<file path="src/design/chg_safety_pkg.sv">
package chg_safety_pkg;

   // ----------------------------------------------------------------
   // Register map
   // ----------------------------------------------------------------
   localparam logic [11:0] ctrl_off   = 12'h000;
   localparam logic [11:0] status_off = 12'h004;
   localparam logic [11:0] timer_off  = 12'h008;
   localparam logic [11:0] input_off  = 12'h00c;

   // Control register field positions.
   localparam int ctl_qual_en    = 0;
   localparam int ctl_warm_vsel  = 1;
   localparam int ctl_cool_isel  = 2;
   localparam int ctl_timer_en   = 3;
   localparam int ctl_fast_len   = 4;
   localparam int ctl_slow_en    = 5;
   localparam int ctl_charge_config_bit = 6;
   localparam int ctl_restart    = 7;
   localparam int ctl_boost_en   = 8;
   localparam int ctl_width      = 9;

   localparam logic [ctl_width-1:0] ctl_reset = 9'h07d;

   // ----------------------------------------------------------------
   // Timing
   // ----------------------------------------------------------------
   localparam longint clk_hz            = 200_000_000;
   localparam int     irq_pulse_us      = 256;
   localparam int     irq_pulse_cycles  = int'((longint'(irq_pulse_us) * clk_hz) / 1_000_000);
   localparam longint sec_per_hour      = 3600;
   localparam int     low_batt_hours    = 2;
   localparam int     long_hours        = 10;
   localparam int     short_hours       = 5;
   localparam int     timer_w           = 48;

   // ----------------------------------------------------------------
   // Encodings
   // ----------------------------------------------------------------
   localparam logic [1:0] fault_none  = 2'h0;
   localparam logic [1:0] fault_timer = 2'h3;
   localparam logic [2:0] ntc_normal  = 3'h0;
   localparam logic [2:0] ntc_cold    = 3'h5;
   localparam logic [2:0] ntc_hot     = 3'h6;
   localparam logic [2:0] src_none    = 3'h0;
   localparam logic [2:0] src_otg     = 3'h7;
   localparam logic [3:0] ichg_full   = 4'ha;
   localparam logic [3:0] ichg_half   = 4'h5;
   localparam logic [3:0] ichg_fifth  = 4'h2;

   typedef enum logic [1:0] {zone_normal, zone_cool, zone_warm, zone_out} zone_t;
   typedef enum {chg_idle, chg_run, chg_susp, chg_fault} chg_state_t;

   // Comparator results from the thermistor front end: each is high while
   // the sense voltage lies above the named threshold.
   typedef struct packed {
      logic above_t1;
      logic above_t2;
      logic above_t3;
      logic above_t4;
      logic above_bcold;
      logic above_bhot;
   } temp_cmp_t;

   typedef struct packed {
      logic in_vreg;
      logic in_ireg;
      logic thermal_reg;
      logic min_sys_reg;
      logic batt_above_low;
      logic other_fault;
      logic charge_done;
   } reg_loop_t;

   typedef struct packed {
      logic       charge_on;
      logic       use_41v;
      logic [3:0] current_tenths;
      logic       boost_on;
   } chg_drive_t;

endpackage

</file>
<file path="src/design/charge_thermal_safety_timer_ctrl.sv">
`timescale 1ns/1ps
module charge_thermal_safety_timer_ctrl
   import chg_safety_pkg::*;
#(
   parameter longint low_batt_cycles = longint'(low_batt_hours) * sec_per_hour * clk_hz,
   parameter longint long_cycles     = longint'(long_hours) * sec_per_hour * clk_hz,
   parameter longint short_cycles    = longint'(short_hours) * sec_per_hour * clk_hz
) (
   input  wire logic        pclk,
   input  wire logic        presetn,
   input  wire logic        psel,
   input  wire logic        penable,
   input  wire logic        pwrite,
   input  wire logic [11:0] paddr,
   input  wire logic [31:0] pwdata,
   output logic      [31:0] prdata,
   output logic             pready,
   output logic             pslverr,
   input  wire temp_cmp_t   temp_cmp,
   input  wire reg_loop_t   loops,
   input  wire logic        charge_enable_pin_n,
   output chg_drive_t       drive,
   output logic             host_interrupt_n
);

   // ----------------------------------------------------------------
   // Helpers
   // ----------------------------------------------------------------
   function automatic zone_t decode_zone(input temp_cmp_t c);
      if (!c.above_t4 || c.above_t1) begin
         decode_zone = zone_out;
      end else if (c.above_t2) begin
         decode_zone = zone_cool;
      end else if (!c.above_t3) begin
         decode_zone = zone_warm;
      end else begin
         decode_zone = zone_normal;
      end
   endfunction

   function automatic logic [31:0] pad(input logic [15:0] v);
      pad = {16'h0000, v};
   endfunction

   // ----------------------------------------------------------------
   // State
   // ----------------------------------------------------------------
   logic [ctl_width-1:0] ctl_reg, ctl_next;
   logic [31:0]          prdata_reg, prdata_next;
   logic                 pready_reg, pready_next;
   logic                 pslverr_reg, pslverr_next;
   chg_state_t           state_reg, state_next;
   logic [timer_w-1:0]   timer_reg, timer_next;
   logic                 half_reg, half_next;
   logic [1:0]           fault_reg, fault_next;
   logic [2:0]           ntc_reg, ntc_next;
   logic [2:0]           src_reg, src_next;
   logic [2:0]           flags_reg, flags_next;
   chg_drive_t           drive_reg, drive_next;
   logic                 en_prev_reg, en_prev_next;
   logic [15:0]          irq_cnt_reg, irq_cnt_next;
   logic                 irq_n_reg, irq_n_next;
   zone_t                zone_reg, zone_next;

   logic                 enabled;
   logic                 restart_req;
   logic                 expire;
   logic [timer_w-1:0]   limit;
   logic                 qual;
   zone_t                zone_eff;

   // ----------------------------------------------------------------
   // APB slave and control register
   // ----------------------------------------------------------------
   always_comb begin
      ctl_next     = ctl_reg;
      prdata_next  = prdata_reg;
      pready_next  = 1'b0;
      pslverr_next = 1'b0;
      restart_req  = 1'b0;
      if (psel && !penable) begin
         pready_next = 1'b1;
         prdata_next = 32'h0000_0000;
         unique case (paddr)
            ctrl_off:   prdata_next = pad({7'h00, ctl_reg});
            status_off: prdata_next = pad({3'h0, zone_reg, flags_reg, src_reg, ntc_reg, fault_reg});
            timer_off:  prdata_next = timer_reg[timer_w-1:timer_w-32];
            input_off:  prdata_next = pad({10'h000, temp_cmp});
            default:    pslverr_next = 1'b1;
         endcase
      end
      // Writes land at the access edge, where the master sees pready high.
      if (psel && penable && pready_reg && pwrite && paddr == ctrl_off) begin
         ctl_next = pwdata[ctl_width-1:0];
         ctl_next[ctl_restart] = 1'b0;
         // A self-clearing restart request.
         restart_req = pwdata[ctl_restart];
      end
   end

   always_ff @(posedge pclk or negedge presetn) begin
      if (!presetn) begin
         ctl_reg     <= ctl_reset;
         prdata_reg  <= 32'h0000_0000;
         pready_reg  <= 1'b0;
         pslverr_reg <= 1'b0;
      end else begin
         ctl_reg     <= ctl_next;
         prdata_reg  <= prdata_next;
         pready_reg  <= pready_next;
         pslverr_reg <= pslverr_next;
      end
   end

   // ----------------------------------------------------------------
   // Charge control and safety timer
   // ----------------------------------------------------------------
   always_comb begin
      qual      = ctl_reg[ctl_qual_en];
      zone_next = decode_zone(temp_cmp);
      zone_eff  = qual ? zone_reg : zone_normal;
      enabled   = ctl_reg[ctl_charge_config_bit] && !charge_enable_pin_n;
      if (!loops.batt_above_low) begin
         limit = timer_w'(low_batt_cycles);
      end else if (ctl_reg[ctl_fast_len]) begin
         limit = timer_w'(long_cycles);
      end else begin
         limit = timer_w'(short_cycles);
      end
      expire       = 1'b0;
      state_next   = state_reg;
      timer_next   = timer_reg;
      half_next    = half_reg;
      fault_next   = fault_reg;
      en_prev_next = enabled;
      flags_next   = {loops.min_sys_reg, loops.in_ireg, loops.in_vreg};

      unique case (state_reg)
         chg_idle: begin
            if (enabled && zone_eff != zone_out && fault_reg == fault_none &&
                !loops.other_fault && !loops.charge_done) begin
               state_next = chg_run;
               timer_next = '0;
            end
         end
         chg_run: begin
            if (zone_eff == zone_out || loops.other_fault) begin
               state_next = chg_susp;
            end else if (ctl_reg[ctl_timer_en]) begin
               if (ctl_reg[ctl_slow_en] &&
                   (loops.in_vreg || loops.in_ireg || loops.thermal_reg ||
                    zone_eff == zone_cool)) begin
                  half_next = !half_reg;
                  if (half_reg) begin
                     timer_next = timer_reg + 1'b1;
                  end
               end else begin
                  timer_next = timer_reg + 1'b1;
               end
               if (timer_reg >= limit) begin
                  state_next = chg_fault;
                  fault_next = fault_timer;
                  expire     = 1'b1;
               end
            end
            if (loops.charge_done) begin
               state_next = chg_idle;
            end
         end
         chg_susp: begin
            if (zone_eff != zone_out && !loops.other_fault) begin
               state_next = chg_run;
            end
         end
         chg_fault: begin
            state_next = chg_fault;
         end
      endcase

      // Dropping out of enable or a restart ends the cycle and its timing.
      if (!enabled || restart_req || (enabled && !en_prev_reg)) begin
         state_next = chg_idle;
         timer_next = '0;
         half_next  = 1'b0;
         fault_next = fault_none;
      end
   end

   always_ff @(posedge pclk or negedge presetn) begin
      if (!presetn) begin
         state_reg   <= chg_idle;
         timer_reg   <= '0;
         half_reg    <= 1'b0;
         fault_reg   <= fault_none;
         en_prev_reg <= 1'b0;
         flags_reg   <= 3'h0;
         zone_reg    <= zone_out;
      end else begin
         state_reg   <= state_next;
         timer_reg   <= timer_next;
         half_reg    <= half_next;
         fault_reg   <= fault_next;
         en_prev_reg <= en_prev_next;
         flags_reg   <= flags_next;
         zone_reg    <= zone_next;
      end
   end

   // ----------------------------------------------------------------
   // Drive outputs, boost temperature watch and interrupt stretcher
   // ----------------------------------------------------------------
   always_comb begin
      drive_next.charge_on      = (state_reg == chg_run);
      drive_next.use_41v        = (zone_eff == zone_warm) && ctl_reg[ctl_warm_vsel];
      if (zone_eff == zone_cool) begin
         drive_next.current_tenths = ctl_reg[ctl_cool_isel] ? ichg_fifth : ichg_half;
      end else begin
         drive_next.current_tenths = ichg_full;
      end
      ntc_next = ntc_normal;
      src_next = src_none;
      drive_next.boost_on = 1'b0;
      if (ctl_reg[ctl_boost_en]) begin
         if (!temp_cmp.above_bhot) begin
            ntc_next = ntc_hot;
         end else if (temp_cmp.above_bcold) begin
            ntc_next = ntc_cold;
         end else begin
            drive_next.boost_on = 1'b1;
            src_next            = src_otg;
         end
      end
      irq_cnt_next = irq_cnt_reg;
      irq_n_next   = irq_n_reg;
      if (expire) begin
         irq_cnt_next = 16'(irq_pulse_cycles - 1);
         irq_n_next   = 1'b0;
      end else if (irq_cnt_reg != 16'h0000) begin
         irq_cnt_next = irq_cnt_reg - 1'b1;
      end else begin
         irq_n_next = 1'b1;
      end
   end

   always_ff @(posedge pclk or negedge presetn) begin
      if (!presetn) begin
         drive_reg   <= '0;
         ntc_reg     <= ntc_normal;
         src_reg     <= src_none;
         irq_cnt_reg <= 16'h0000;
         irq_n_reg   <= 1'b1;
      end else begin
         drive_reg   <= drive_next;
         ntc_reg     <= ntc_next;
         src_reg     <= src_next;
         irq_cnt_reg <= irq_cnt_next;
         irq_n_reg   <= irq_n_next;
      end
   end

   assign prdata           = prdata_reg;
   assign pready           = pready_reg;
   assign pslverr          = pslverr_reg;
   assign drive            = drive_reg;
   assign host_interrupt_n = irq_n_reg;

endmodule // charge_thermal_safety_timer_ctrl

</file>
<file path="config.mk">
export PLATFORM = sky130hd
export DESIGN_NAME = charge_thermal_safety_timer_ctrl
export DESIGN_NICKNAME = d
export VERILOG_FILES = /design/src/design/chg_safety_pkg.sv /design/src/design/charge_thermal_safety_timer_ctrl.sv
export SDC_FILE = /design/constraint.sdc
export NUM_CORES = 1
export LEC_CHECK = 0
export ABC_AREA = 1
export BUFFER_PORTS_ARGS = -buffer_cell sky130_fd_sc_hd__buf_4
export CORE_MARGIN = 1.5
export CORE_UTILIZATION = 39
export CTS_CLUSTER_SIZE = 8
export DETAILED_ROUTE_END_ITERATION = 16
export PLACE_DENSITY = 0.58
export SLEW_MARGIN = 20
export SYNTH_ARGS = -nofsm -noshare
export SYNTH_HDL_FRONTEND = slang
export SYNTH_SLANG_ARGS = --single-unit
</file>
<file path="constraint.sdc">
create_clock -name pclk -period 2.4 [get_ports pclk]
set_input_delay 0.24 -clock pclk [delete_from_list [all_inputs] [get_ports pclk]]
set_output_delay 0.24 -clock pclk [all_outputs]
set_load 0.03 [all_outputs]
</file>
After elaboration in Yosys (flattened, before gate mapping)
Cells that the tools add are included. W data, S select, Z words.

Word-level logic and storage cells: 141. Bits in registers: 161. Input bits: 63. Output and inout bits: 42.

Magnitude comparators: 1. Eq/ne operators: 20. Mux-type cells: 55. Reduce and logical (&&, ||, !) cells: 44. Add/subtract/negate cells: 2.

Operators with widths (number): $mux W48 (6); $pmux W32 S4 (2); $mux W32 (7); $eq A32 B2 Y1 const B (3); $pmux W48 S2 (1); $mux W43 (2); $add A48 B1 Y48 const B (1); $ge A48 B48 Y1 (1); $eq A32 B1 Y1 const B (1); $logic_not A32 Y1 (1); $mux W16 (2); $eq A12 B4 Y1 const B (2); $mux W3 (7); $mux W1 (18); $mux W2 (9); $reduce_bool A16 Y1 (1); $sub A16 B1 Y16 const B (1); $logic_and A1 B1 Y1 (14); $eq A12 B3 Y1 const B (1); $logic_not A12 Y1 (1); $ne A3 B3 Y1 const B (4); $reduce_and A4 Y1 (3); $ne A5 B5 Y1 const B (2); $reduce_bool A2 Y1 (5); other kinds (12) (27).

Depth between registers and ports, before layout
Gate-level depths: netlist of the first run.

Depth after elaboration: 9. Depth in mapped cells: 18. Depth with buffers taken out: 18.

Worst setup path before layout of the first run
OpenSTA, ideal clock, no wires.

Kind: register to register. Start point: register ctl_reg[4]. End point: register irq_cnt_reg[7]. Library setup time: 0.152 ns. Buffers on the path: 1. Period minus slack after synthesis: 2.162 ns. Required time: 2.248 ns. Setup slack: 0.238 ns. Stages on the path, launching flop included: 12. Arrival time: 2.011 ns. Cells stage by stage: dfstp_2 -> nand2_1 -> ha_1 -> a21oi_1 -> nand3b_1 -> nor2_1 -> nand2_1 -> nor2_1 -> nand2_1 -> nand2_1 -> buf_2 -> o21ai_0.

Longest elaborated chain between the ends: 8. Elaborated cells between the ends (all ways): 9. Classes of those cells: order compare: 1; mux: 7; reduce/logical: 1.

RTL lines: start, declared (line charge_thermal_safety_timer_ctrl.sv:48) `logic [ctl_width-1:0] ctl_reg, ctl_next;`; start signal, assigned (line charge_thermal_safety_timer_ctrl.sv:103) `ctl_reg <= ctl_reset;`; start signal, assigned (line charge_thermal_safety_timer_ctrl.sv:108) `ctl_reg <= ctl_next;`; $mux W43 (*) (line charge_thermal_safety_timer_ctrl.sv:125) `end else if (ctl_reg[ctl_fast_len]) begin`; $mux W43 (*) (line charge_thermal_safety_timer_ctrl.sv:123) `if (!loops.batt_above_low) begin`; $ge A48 B48 Y1 (*) (line charge_thermal_safety_timer_ctrl.sv:160) `if (timer_reg >= limit) begin`; $mux W1 (*) (line charge_thermal_safety_timer_ctrl.sv:160); $mux W1 (*) (line charge_thermal_safety_timer_ctrl.sv:149) `end else if (ctl_reg[ctl_timer_en]) begin`; $mux W1 (*) (line charge_thermal_safety_timer_ctrl.sv:147) `if (zone_eff == zone_out || loops.other_fault) begin`; $mux W1 (*) (line charge_thermal_safety_timer_ctrl.sv:138) `unique case (state_reg)`; $mux W16 or $reduce_bool A2 Y1 (tied branches); end signal, assigned (line charge_thermal_safety_timer_ctrl.sv:256) `irq_cnt_reg <= irq_cnt_next;`; end, declared (line charge_thermal_safety_timer_ctrl.sv:61) `logic [15:0] irq_cnt_reg, irq_cnt_next;`.

Mark *: on every way between the ends. The rest lies on a longest branch, timed or not. A chain may end at the register's enable or synchronous reset.

Worst setup path in the final report of the first run
Start point: register ctl_reg[4]. End point: register irq_cnt_reg[2].

Same word-level chain as after synthesis.

==> metrics.md, run 1 <==
| Metric | Value |
|---|---|
| Biggest area consumer among synthesized cells | dfrtp_1 |
| Proportion of netlist area held by the largest area contributor | 0.382 |
| Logic gate share of total power | 0.064 |
| Number of flip-flops in the largest register | 48 |
| Data required time at the worst endpoint | 2.75 ns |
| Final clock period utilization by the worst path | 0.972 |
| Clk Tree Root Cell | clkbuf_16 |
| # H-tree levels | 4 |
| Relative slew margins | 0.583 |
| Cell internal pwr | about 4 mW |
| Count of warnings emitted by yosys | 0 |
| Min-delay worst type | in -> reg |
| Type of the worst setup path | reg -> reg |
| Leading cell types by total area after synthesis | dfrtp_1, nand2_1, nor2_1 |
| Routability-driven placement congestion ratio | just over 0.9 |
| P_sw | 1.26 mW |
| Filler Cell Count | 1965 |
| Worst R2R End | irq_cnt_reg[2] |
| Number of instances in the synthesized netlist | 1036 |
| Tot GR Track Use | 0.238 |
| Asr flop ratio synth | 1.00 |
| TritonCTS clock tree | yes |
| Final Hold Vio Count | 0 |
| Setup Viol. Count Final | 0 |
| Fraction of the mapped netlist area in compound gates | 0.101 |
| Num rows | between 50 and 60 |
| Die extent in x | 143 um |
| Syn_nets | 1119 |
| Die H | 143 um |
| Largest clock skew in the final design | approximately 0.008 ns |
| Residual DRC count | 0 |
| Capture point of the worst path | irq_cnt_reg[2] |
| Final number of max-transition violations | 0 |
| Worst Hold Path Cells | 2 |
| Flop pwr share | 0.406 |
| Simple logic cell fraction of the synthesized area | 0.331 |
| Clock group share of total power | 0.530 |
| Register area | between 3000 and 4000 um2 |
| Max-cap violations | 0 |
| Area of the multi-input gates | 4070 um2 |
| Outcome | complete, no violations |
| Remaining Overflow, GRT | 0 |
| Most used flip-flop cell after synthesis | dfrtp_1 |
| Yosys cell types | 44 |
| Clock buffer count from CTS | 17 |
| Number of buffers added on ports | 81 |
| Power per unit of standard cell area | between 500 and 600 nW/um2 |
| Unrepaired setup endpoints after global routing | true |
| Netlist Area Pre-Place | 7670 um2 |
| Slew at the pin closest to its max-slew limit | slightly above 0.6 ns |
| Die area | roughly 21000 um2 |
| Final ANT Viol Nets | 0 |
| Wire length after detailed routing | 23.0 mm |
| Mux contribution to synthesized area | 0 |
| Standby leakage power | 4.27 nW |
| Average vias per placed instance | 5.04 |
| Worst-path fanout max | 9 |
| Count of flip-flops with a built-in enable after synthesis | 0 |
| Design Power | 5.30 mW |
| Drt pass-1 iters | 5 |
| Total number of nets in the final design | 1246 |
| Min cycle time layout | 2.33 ns |
| Bufs on Longest Clock Path | 2 |
| Number of flip-flops and latches in the synthesized netlist | 126 |
| Highest clock rate | ~430 MHz |
| Clock-pin slew of the registers on the worst-case setup and hold paths | 0.06 ns |
| Wire length of the first global-routing pass | 37.0 mm |
| Syn_area_per_cell | roughly 7.4 um2 |
| Antenna violations before repair | 0 |
| Reg-to-reg critical path startpoint | ctl_reg[4] |
| Count of pins on the block boundary | 105 |
| Cell mode on critical path | nand2_2 |
| Routed len/inst | 16.0 um |
| Max stage delay cell, worst path | dfstp_2 |
| Drt first-iter violations | 505 |
| Critical Path End Type | register |
| Effective utilization at floorplan | 0.395 |
| Max rail drop VDD | 0.497 mV |
| Switching Share | 0.238 |
| Antenna cells | 0 |
| Setup slack of the most critical reg-to-reg path | 0.07 ns |
| Latest clock arrival within the worst-skew pair | 0.43 ns |
| Sequence of cells on the critical path | nor2_4, ha_4, nand2_4, a21oi_4, nand3_1, nor2_2, nand2_2, nor2_1, nand2_1, nand2_2, nand2_2, buf_6, buf_12, o211ai_1 |
| Xor/xnor cell area share of the yosys netlist | 0.0525 |
| Slowest stage delay, CP | 0.60 ns |
| Adder and majority gate portion of the synthesized area | 0.0326 |
| Worst hold-check slack | just under 0.005 ns |
| Logic depth of the worst register-to-register path | 14 |
| Share of the yosys chip area belonging to registers | 0.413 |
| Largest family of logic cells by synthesized area | simple AND/OR/NAND/NOR gates |
| Critical path arrival | 2.68 ns |
| Detailed placement HPWL | 17.3 mm |
| Startpoint class of the critical path | register |
| Most frequent cell after synthesis | nand2_1 |
| TritonCTS sink count | 126 |
| Area of the placeable core | between 15000 and 20000 um2 |
| Count of vias placed by the detailed router | around 7.3k |
| Synth top cells by count | nand2_1, nor2_1, dfrtp_1, inv_1, nor3_1 |
| Number of global-route vias before repair | 6999 |
| Share of layout cells above drive strength 1 | 0.190 |
| CP Launch Point | ctl_reg[4] |
| Layout overhead on the synthesized area | 26.2% |
| Pin count of the biggest net entering global routing | 58 |
## cell usage in the layout (no fill, tap or decap), types with 2 or more instances in the layout
master and count:
nand4_1 10, dfstp_2 9, xor2_1 46, bufinv_16 4, dlygate4sd3_1 7, o21ai_2 19
ha_4 3, o21ai_0 47, dfrtp_1 117, nand2_2 9, nor2_1 121, o211ai_1 5
clkbuf_1 3, o21a_1 2, nand3_1 56, nor4_1 4, inv_6 3, nand3_2 2
nor3_1 76, nor3b_1 5, clkinv_4 2, nand2_4 4, clkinvlp_4 2, ha_1 17
inv_1 102, inv_2 2, nor2_2 8, clkbuf_16 17, o31ai_1 15, buf_4 123
and3_1 4, nand2_1 282, a21oi_1 18, o21ai_1 3, buf_12 4, o22ai_1 7
## worst min path at each step
stage	startpoint	endpoint	slack, ns
2_1_floorplan	presetn	ctl_reg[1]	-0.06
3_3_place_gp	presetn	prdata[12]	0.23
3_5_place_dp	presetn	prdata[12]	0.23
4_1_cts	temp_cmp[3]	zone_reg[1]	0.001
5_1_grt	temp_cmp[3]	zone_reg[1]	0.007
6_report	temp_cmp[3]	zone_reg[1]	0.005
## routing by layer
layer	global-route usage	part of all wire
met1	0.332	0.47
met2	0.365	0.45
met3	0.0486	0.054
met4	0.0806	0.026
met5	0	0
## final cells by class
| type | instances | share of cell area |
|---|---|---|
| clock buffer | 21 | 0.0465 |
| clock inverter | 11 | 0.0185 |
| inverter | 105 | 0.0410 |
| multi-input combinational | 778 | 0.421 |
| sequential | 126 | 0.327 |
| tap | 265 | 0.0343 |
| timing repair buffer | 135 | 0.112 |
## worst max-delay path, delay by kind of cell, from the launching register on
family	cells	cell delay, ns
AND/OR/NAND/NOR	9	0.87
flip-flops	1	0.60
buffers and inverters	2	0.29
adder cells (fa/ha/maj)	1	0.28
AO/OA/AOI/OAI	2	0.21
## power groups by stage
stage | logic [mW] | registers, mW | clock network (mW)
final | 0.341 | 2.15 | 2.81
after global routing | 0.378 | 2.15 | 2.95
after CTS | 0.338 | 2.15 | 2.85
after detailed placement | 0.326 | 2.19 | 0
after global placement | 0.326 | 2.19 | 0
after floorplan | 0.141 | 2.20 | 0
## kinds of logic (layout without fill, tap and decap cells)
kind of cell	after synthesis	after routing
and+or+nand+nor	589	590
buffers and inverters	133	272
DFF	126	126
AOI/OAI and AO/OA	122	122
xor gates and xnor gates	46	46
adders and majority gates	20	20
## through the flow
step	util	instance area [um2]	std cells	setup TNS, ns	setup WS (ns)
2_1_floorplan	-	7670	1036	0	0.238
3_3_place_gp	0.455	8830	1396	-1.31	-0.125
6_report	0.499	9680	1441	0	0.0672
4_1_cts	0.492	9550	1435	0	0.0144
5_1_grt	0.499	9680	1441	-0.710	-0.0857
3_5_place_dp	0.455	8830	1396	-2.47	-0.203
## what timing repair did
item / in CTS / in global routing
hold buffers: 7 / 0
setup endpoints to repair: 18 / 17
gates resized for setup: 6 / 20
gates cloned: 0 / 1
pin swaps: 0 / 11
endpoints found under the hold margin: 39 / 0
buffers inserted: 0 / 5
(Power assumes the default switching activity.)
==> run 2, diff against run 1 <==
- CORE_UTILIZATION: 39 -> 55
- PLACE_DENSITY: 0.58 -> 0.77
==> run 2 against run 1 <==
Compared with the run above: design area fell by 2.6%; total power decreased by 5.3%; combinational power fell by 3%; critical endpoint unchanged; routed wire length is 5.3% lower; maximum frequency rose by 1.5%; flip-flop and latch count unchanged; critical path depth fell by 1; setup slack better by 0.035 ns; largest cell class unchanged.
==> metrics.md, run 2 (synthesized netlist as in run 1, its figures left out) <==
| Metric | Value |
|---|---|
| Outcome | complete, no violations (unchanged) |
| Die extent in x | 121 um (was 143 um) |
| Data required time at the worst endpoint | 2.74 ns (was 2.75 ns) |
| Num rows | 42 (was 51) |
| Count of pins on the block boundary | 105 (unchanged) |
| M1 GR Usage | 0.425 (was 0.332) |
| Most common cell after layout, fill and taps aside | nand2_1 (unchanged) |
| Area of the placeable core | 13400 um2 (was 19400 um2) |
| Layout overhead on the synthesized area | 22.9% (was 26.2%) |
| Wire length of the first global-routing pass | 34.9 mm (was 37.0 mm) |
| Standby leakage power | 4.22 nW (was 4.27 nW) |
| Sum Neg Setup Slack | 0 ns (unchanged) |
| Clk Tree Root Cell | clkbuf_16 (unchanged) |
| Antenna violations before repair | 0 (unchanged) |
| Buffers inserted during post-CTS setup optimization | 0 (unchanged) |
| Number of buffers added on ports | 81 (unchanged) |
| Latest clock arrival within the worst-skew pair | 0.43 ns (about the same) |
| Logic depth of the worst register-to-register path | 13 (was 14) |
| Routed len/inst | 16.2 um (was 16.0 um) |
| Reg-to-reg critical path startpoint | ctl_reg[4] (unchanged) |
| Min cycle time layout | 2.30 ns (was 2.33 ns) |
| Core Util, Final | 0.703 (was 0.499) |
| Layer with the highest usage | met2 (unchanged) |
| Capture point of the worst path | irq_cnt_reg[2] (unchanged) |
| Average vias per placed instance | 5.61 (was 5.04) |
| Worst hold-check slack | 0.0224 ns (was 0.00490 ns) |
| Die area | 14700 um2 (was 20500 um2) |
| Final clock period utilization by the worst path | 0.957 (was 0.972) |
| Most used cells in the layout excluding fill and tap cells | nand2_1, nor2_1, dfrtp_1 (was nand2_1, buf_4, nor2_1) |
| Min-delay worst type | in -> reg (unchanged) |
| Startpoint class of the critical path | register (unchanged) |
| Remaining Overflow, GRT | 0 (unchanged) |
| Die H | 121 um (was 143 um) |
| # H-tree levels | 4 (unchanged) |
| Tot GR Track Use | 0.310 (was 0.238) |
| Cell mode on critical path | nand2_4 (was nand2_2) |
| Global-route track usage on met2 | 0.489 (was 0.365) |
| Drt pass-1 iters | 5 (unchanged) |
| Clock-pin slew of the registers on the worst-case setup and hold paths | 0.06 ns (about the same) |
| Final ANT Viol Nets | 0 (unchanged) |
| Setup slack of the most critical reg-to-reg path | 0.10 ns (was 0.07 ns) |
| Bufs on Longest Clock Path | 2 (unchanged) |
| Number of global-route vias before repair | 7025 (was 6999) |
| Pin count of the biggest net entering global routing | 48 (was 58) |
| Met3 usage | 0.0634 (was 0.0486) |
| Switching Share | 0.241 (was 0.238) |
| Flop pwr share | 0.428 (was 0.406) |
| Max stage delay cell, worst path | dfstp_2 (unchanged) |
| Power per unit of standard cell area | 533 nW/um2 (was 547 nW/um2) |
| Summed area of non-filler cells in the final layout | 9420 um2 (was 9680 um2) |
| Slew at the pin closest to its max-slew limit | 0.698 ns (was 0.624 ns) |
| Logic gate share of total power | 0.066 (was 0.064) |
| CP Launch Point | ctl_reg[4] (unchanged) |
| Unrepaired setup endpoints after global routing | true (unchanged) |
| Antenna cells | 0 (unchanged) |
| Detailed placement HPWL | 16.0 mm (was 17.3 mm) |
| Residual DRC count | 0 (unchanged) |
| Design Power | 5.02 mW (was 5.30 mW) |
| Critical Path End Type | register (unchanged) |
| Filler Cell Count | 1125 (was 1965) |
| Post-place instance area | 8700 um2 (was 8830 um2) |
| Area of the multi-input gates | 4030 um2 (was 4070 um2) |
| Routability-driven placement congestion ratio | 0.962 (was 0.935) |
| Effective utilization at floorplan | 0.572 (was 0.395) |
| P_sw | 1.21 mW (was 1.26 mW) |
| Wire length after detailed routing | 21.8 mm (was 23.0 mm) |
| Worst R2R End | irq_cnt_reg[2] (unchanged) |
| TritonCTS clock tree | yes (unchanged) |
| Critical path arrival | 2.64 ns (was 2.68 ns) |
| Final number of max-transition violations | 0 (unchanged) |
| Number of flip-flops in the largest register | 48 (unchanged) |
| Setup Viol. Count Final | 0 (unchanged) |
| TritonCTS sink count | 126 (unchanged) |
| Cell internal pwr | 3.81 mW (was 4.04 mW) |
| Max-cap violations | 0 (unchanged) |
| Relative slew margins | 0.531 (was 0.583) |
| Clock buffer count from CTS | 17 (unchanged) |
| Worst-path fanout max | 7 (was 9) |
| Drt first-iter violations | 780 (was 505) |
| Total number of nets in the final design | 1239 (was 1246) |
| Count of vias placed by the detailed router | 7544 (was 7262) |
| Type of the worst setup path | reg -> reg (unchanged) |
| Share of layout cells above drive strength 1 | 0.178 (was 0.190) |
| Largest clock skew in the final design | 0.00701 ns (was 0.00800 ns) |
| Slowest stage delay, CP | 0.60 ns (about the same) |
| Sequence of cells on the critical path | nand2_4, ha_1, nand2_1, nor2_1, inv_1, nor2_1, nand2_2, a21oi_2, nor2_2, nand2_4, nand2_4, buf_4, o211ai_1 (was nor2_4, ha_4, nand2_4, a21oi_4, nand3_1, nor2_2, nand2_2, nor2_1, nand2_1, nand2_2, nand2_2, buf_6, buf_12, o211ai_1) |
| Register area | 3160 um2 (unchanged) |
| Final Hold Vio Count | 0 (unchanged) |
| Highest clock rate | 435 MHz (was 429 MHz) |
| Max rail drop VDD | 0.440 mV (was 0.497 mV) |
| Clock group share of total power | 0.506 (was 0.530) |
-- run 2: changes by cell type in the layout (fill, tap and decap cells not counted), moves of 3 or more --
cell | before | now
nor2_2 | 8 | 5
inv_6 | 3 | 0
nand2_2 | 9 | 5
nand2_1 | 282 | 285
buf_4 | 123 | 116
clkinv_2 | 0 | 4
nor2_1 | 121 | 124
-- run 2: worst min path at each step --
stage                      from            end  slack (ns)  cells past startpoint
detailed placement      presetn  timer_reg[10]        0.27                      1
finish              temp_cmp[3]    zone_reg[1]        0.02                      2
global route        temp_cmp[3]    zone_reg[1]        0.01                      2
global placement        presetn  timer_reg[10]        0.26                      1
CTS                 temp_cmp[3]    zone_reg[1]      0.0005                      2
floorplan               presetn     ctl_reg[1]       -0.06                      0
-- run 2: area by class of cell --
class,instances,area share
multi-input cells,778,0.427
flip-flops and latches,126,0.336
repair buffers,128,0.110
clock buffers,19,0.0470
inverters,105,0.0421
well taps,176,0.0234
clock inverters,13,0.0150
-- run 2: worst max-delay path, delay by kind of cell (launching register included) --
family | cells | cell delay [ns]
flops | 1 | 0.60
buf+inv | 2 | 0.25
compound gates | 2 | 0.22
simple gates | 8 | 0.82
fa+ha+maj | 1 | 0.31
-- run 2: what timing repair did --
action	CTS	global route
hold endpoints to repair	46	0
cloned	0	1
resized for setup	5	11
setup endpoints to repair	18	23
hold buffers	7	0
pin swaps	0	5
-- run 2: power groups by stage --
stage	combinational [mW]	sequential (mW)	clock, mW
after global placement	0.312	2.19	0
after CTS	0.327	2.15	2.56
after floorplan	0.141	2.20	0
final	0.330	2.15	2.54
after detailed placement	0.316	2.19	0
after global routing	0.359	2.15	2.65
-- run 2: per-layer routing --
| layer | part of all wire | wire, um |
|---|---|---|
| met2 | 0.46 | 10100 |
| met3 | 0.076 | 1660 |
| met1 | 0.44 | 9610 |
| met5 | 0 | 0 |
| met4 | 0.022 | 473 |
-- run 2: through the flow --
stage | setup WS [ns] | instances
floorplan | 0.238 | 1036
global placement | -0.168 | 1305
detailed placement | -0.280 | 1305
CTS | 0.0110 | 1344
global route | -0.0619 | 1345
finish | 0.102 | 1345
==> run 3, diff against run 2 <==
- clock period: 2.4 -> 2.9 ns (I/O delays scaled with it)
==> run 3 against run 2 <==
Compared with the run above: setup slack better by 0.19 ns; maximum frequency down 12%; clock power down 13%; final cell count down 2.2%; critical path type unchanged; largest cell class unchanged; largest power group unchanged.
==> metrics.md, run 3 (synthesized netlist as in run 1, its figures left out) <==
| Metric | Value |
|---|---|
| Post-place instance area | 8510 um2 (was 8700 um2) |
| Max-cap violations | 0 (unchanged) |
| Cell internal pwr | 3.25 mW (was 3.81 mW) |
| Count of vias placed by the detailed router | 7347 (was 7544) |
| Number of flip-flops in the largest register | 48 (unchanged) |
| Gate family responsible for the most delay along the worst path | simple AND/OR/NAND/NOR gates (unchanged) |
| Sum Neg Setup Slack | 0 ns (unchanged) |
| Setup Viol. Count Final | 0 (unchanged) |
| Tot GR Track Use | 0.311 (was 0.310) |
| Drt pass-1 iters | 5 (unchanged) |
| Wire length of the first global-routing pass | 35.2 mm (was 34.9 mm) |
| Relative slew margins | 0.394 (was 0.531) |
| Most used cells in the layout excluding fill and tap cells | nand2_1, nor2_1, dfrtp_1 (unchanged) |
| Antenna cells | 0 (unchanged) |
| Routed len/inst | 16.3 um (was 16.2 um) |
| Average vias per placed instance | 5.58 (was 5.61) |
| Logic gate share of total power | 0.061 (was 0.066) |
| Data required time at the worst endpoint | 3.25 ns (was 2.74 ns) |
| Sequence of cells on the critical path | buf_4, nor2_1, buf_4, ha_1, nand2_1, a21oi_1, nand3_1, nor2_1, nand2_1, a21oi_1, nor2_1, nand2_1, nand2_2, buf_4, a21oi_1 (was nand2_4, ha_1, nand2_1, nor2_1, inv_1, nor2_1, nand2_2, a21oi_2, nor2_2, nand2_4, nand2_4, buf_4, o211ai_1) |
| Remaining Overflow, GRT | 0 (unchanged) |
| Critical path arrival | 2.95 ns (was 2.64 ns) |
| TritonCTS clock tree | yes (unchanged) |
| Power per unit of standard cell area | 463 nW/um2 (was 533 nW/um2) |
| Latest clock arrival within the worst-skew pair | 0.43 ns (about the same) |
| Area of the placeable core | 13400 um2 (unchanged) |
| Slew at the pin closest to its max-slew limit | 0.897 ns (was 0.698 ns) |
| TritonCTS sink count | 126 (unchanged) |
| Num rows | 42 (unchanged) |
| Standby leakage power | 4.07 nW (was 4.22 nW) |
| Buffers inserted during post-CTS setup optimization | 0 (unchanged) |
| Number of global-route vias before repair | 6976 (was 7025) |
| Slowest stage delay, CP | 0.57 ns (was 0.60 ns) |
| Clock-pin slew of the registers on the worst-case setup and hold paths | 0.06 ns (about the same) |
| Final number of max-transition violations | 0 (unchanged) |
| Number of buffers added on ports | 81 (unchanged) |
| Largest clock skew in the final design | 0.00842 ns (was 0.00701 ns) |
| Bufs on Longest Clock Path | 2 (unchanged) |
| Drt first-iter violations | 598 (was 780) |
| Clock group share of total power | 0.519 (was 0.506) |
| Filler Cell Count | 1186 (was 1125) |
| Startpoint class of the critical path | register (unchanged) |
| Clk Tree Root Cell | clkbuf_16 (unchanged) |
| Layout overhead on the synthesized area | 19.5% (was 22.9%) |
| Summed area of non-filler cells in the final layout | 9160 um2 (was 9420 um2) |
| Worst Setup Slack post-DPL | 0.206 ns (was -0.280 ns) |
| Total buffers and inverters traversed by the critical path | 3 (was 2) |
| Worst-path fanout max | 10 (was 7) |
| Detailed placement HPWL | 15.6 mm (was 16.0 mm) |
| Most common cell after layout, fill and taps aside | nand2_1 (unchanged) |
| Final ANT Viol Nets | 0 (unchanged) |
| Count of pins on the block boundary | 105 (unchanged) |
| Antenna violations before repair | 0 (unchanged) |
| Highest clock rate | 384 MHz (was 435 MHz) |
| Pin count of the biggest net entering global routing | 52 (was 48) |
| Residual DRC count | 0 (unchanged) |
| Outcome | complete, no violations (unchanged) |
| Final Hold Vio Count | 0 (unchanged) |
| Critical Path End Type | register (unchanged) |
| Max stage delay cell, worst path | dfstp_2 (unchanged) |
| Die H | 121 um (unchanged) |
| Unrepaired setup endpoints after global routing | false (was true) |
| Switching Share | 0.233 (was 0.241) |
| Effective utilization at floorplan | 0.572 (unchanged) |
| Min-delay worst type | in -> reg (unchanged) |
| Post-route setup slack | 0.296 ns (was 0.102 ns) |
| Final clock period utilization by the worst path | 0.898 (was 0.957) |
| Total number of nets in the final design | 1210 (was 1239) |
| Wire length after detailed routing | 21.5 mm (was 21.8 mm) |
| Die area | 14700 um2 (unchanged) |
| P_sw | 0.989 mW (was 1.21 mW) |
| # H-tree levels | 4 (unchanged) |
| Clock buffer count from CTS | 17 (unchanged) |
| Routability-driven placement congestion ratio | 0.972 (was 0.962) |
| Max rail drop VDD | 0.420 mV (was 0.440 mV) |
| Worst hold-check slack | 0.0324 ns (was 0.0224 ns) |
| Die extent in x | 121 um (unchanged) |
| Flop pwr share | 0.420 (was 0.428) |
| Type of the worst setup path | reg -> reg (unchanged) |
| Min cycle time layout | 2.60 ns (was 2.30 ns) |
| Share of layout cells above drive strength 1 | 0.150 (was 0.178) |
run 3: cell count changes in the layout (fill, tap and decap cells not counted), moves of 2 or more:
cell           before  now
buf_4             116   92
clkbuf_1            1    3
clkinv_4            4    2
dlygate4sd3_1       7    4
nand2_1           285  288
nand2_4             5    2
nor2_1            124  128
nor2_2              5    2
run 3: final timing paths:
path,endpoint,cells after the start,startpoint,slack (ns)
worst min-delay path,src_reg[1],2,temp_cmp[1],0.03
worst max register to register,fault_reg[0],15,ctl_reg[4],0.30
min in group asynchronous,irq_cnt_reg[3],2,presetn,0.50
max in group asynchronous,ctl_reg[4],3,presetn,1.69
worst min register to register,irq_cnt_reg[0],2,irq_cnt_reg[0],0.48
worst max-delay path,fault_reg[0],15,ctl_reg[4],0.30
run 3: power by group through the flow:
stage / clock network (mW) / logic [mW] / registers, mW
2_1_floorplan: 0 / 0.117 / 1.82
3_3_place_gp: 0 / 0.249 / 1.81
3_5_place_dp: 0 / 0.252 / 1.81
4_1_cts: 2.21 / 0.258 / 1.78
5_1_grt: 2.28 / 0.283 / 1.78
6_report: 2.20 / 0.258 / 1.78
run 3: metal layers:
metal,up-vias,global-route usage,part of all wire
met5,-,0,0
met1,3480,0.438,0.46
met2,257,0.478,0.45
li1,3565,-,-
met4,0,0.107,0.024
met3,45,0.0658,0.069
run 3: per-stage QoR:
step | std cells | utilization | total power [mW]
after floorplan | 1036 | - | 1.93
after global placement | 1280 | 0.635 | 2.06
after detailed placement | 1280 | 0.635 | 2.06
after CTS | 1316 | 0.683 | 4.24
after global routing | 1316 | 0.683 | 4.34
final | 1316 | 0.683 | 4.24
run 3: repair_timing:
action,4_1_cts,5_1_grt
endpoints found under the setup margin,0,12
endpoints found under the hold margin,44,0
resized for setup,0,2
hold buffers,4,0
run 3: final cells by class:
cell class | instances | area (um2) | area share
multi-input combinational | 777 | 3970 | 0.433
clock inverter | 10 | 138 | 0.0150
timing repair buffer | 100 | 811 | 0.0885
inverter | 105 | 397 | 0.0433
sequential | 126 | 3160 | 0.345
clock buffer | 22 | 464 | 0.0507
tap | 176 | 220 | 0.0240
run 3: worst register-to-register path, cell delays in order, from the launching register on:
cell and delay, ns:
dfstp_2 0.57, buf_4 0.14, nor2_1 0.05, buf_4 0.16
ha_1 0.28, nand2_1 0.05, a21oi_1 0.16, nand3_1 0.09
nor2_1 0.09, nand2_1 0.10, a21oi_1 0.13, nor2_1 0.05
nand2_1 0.15, nand2_2 0.18, buf_4 0.23, a21oi_1 0.13
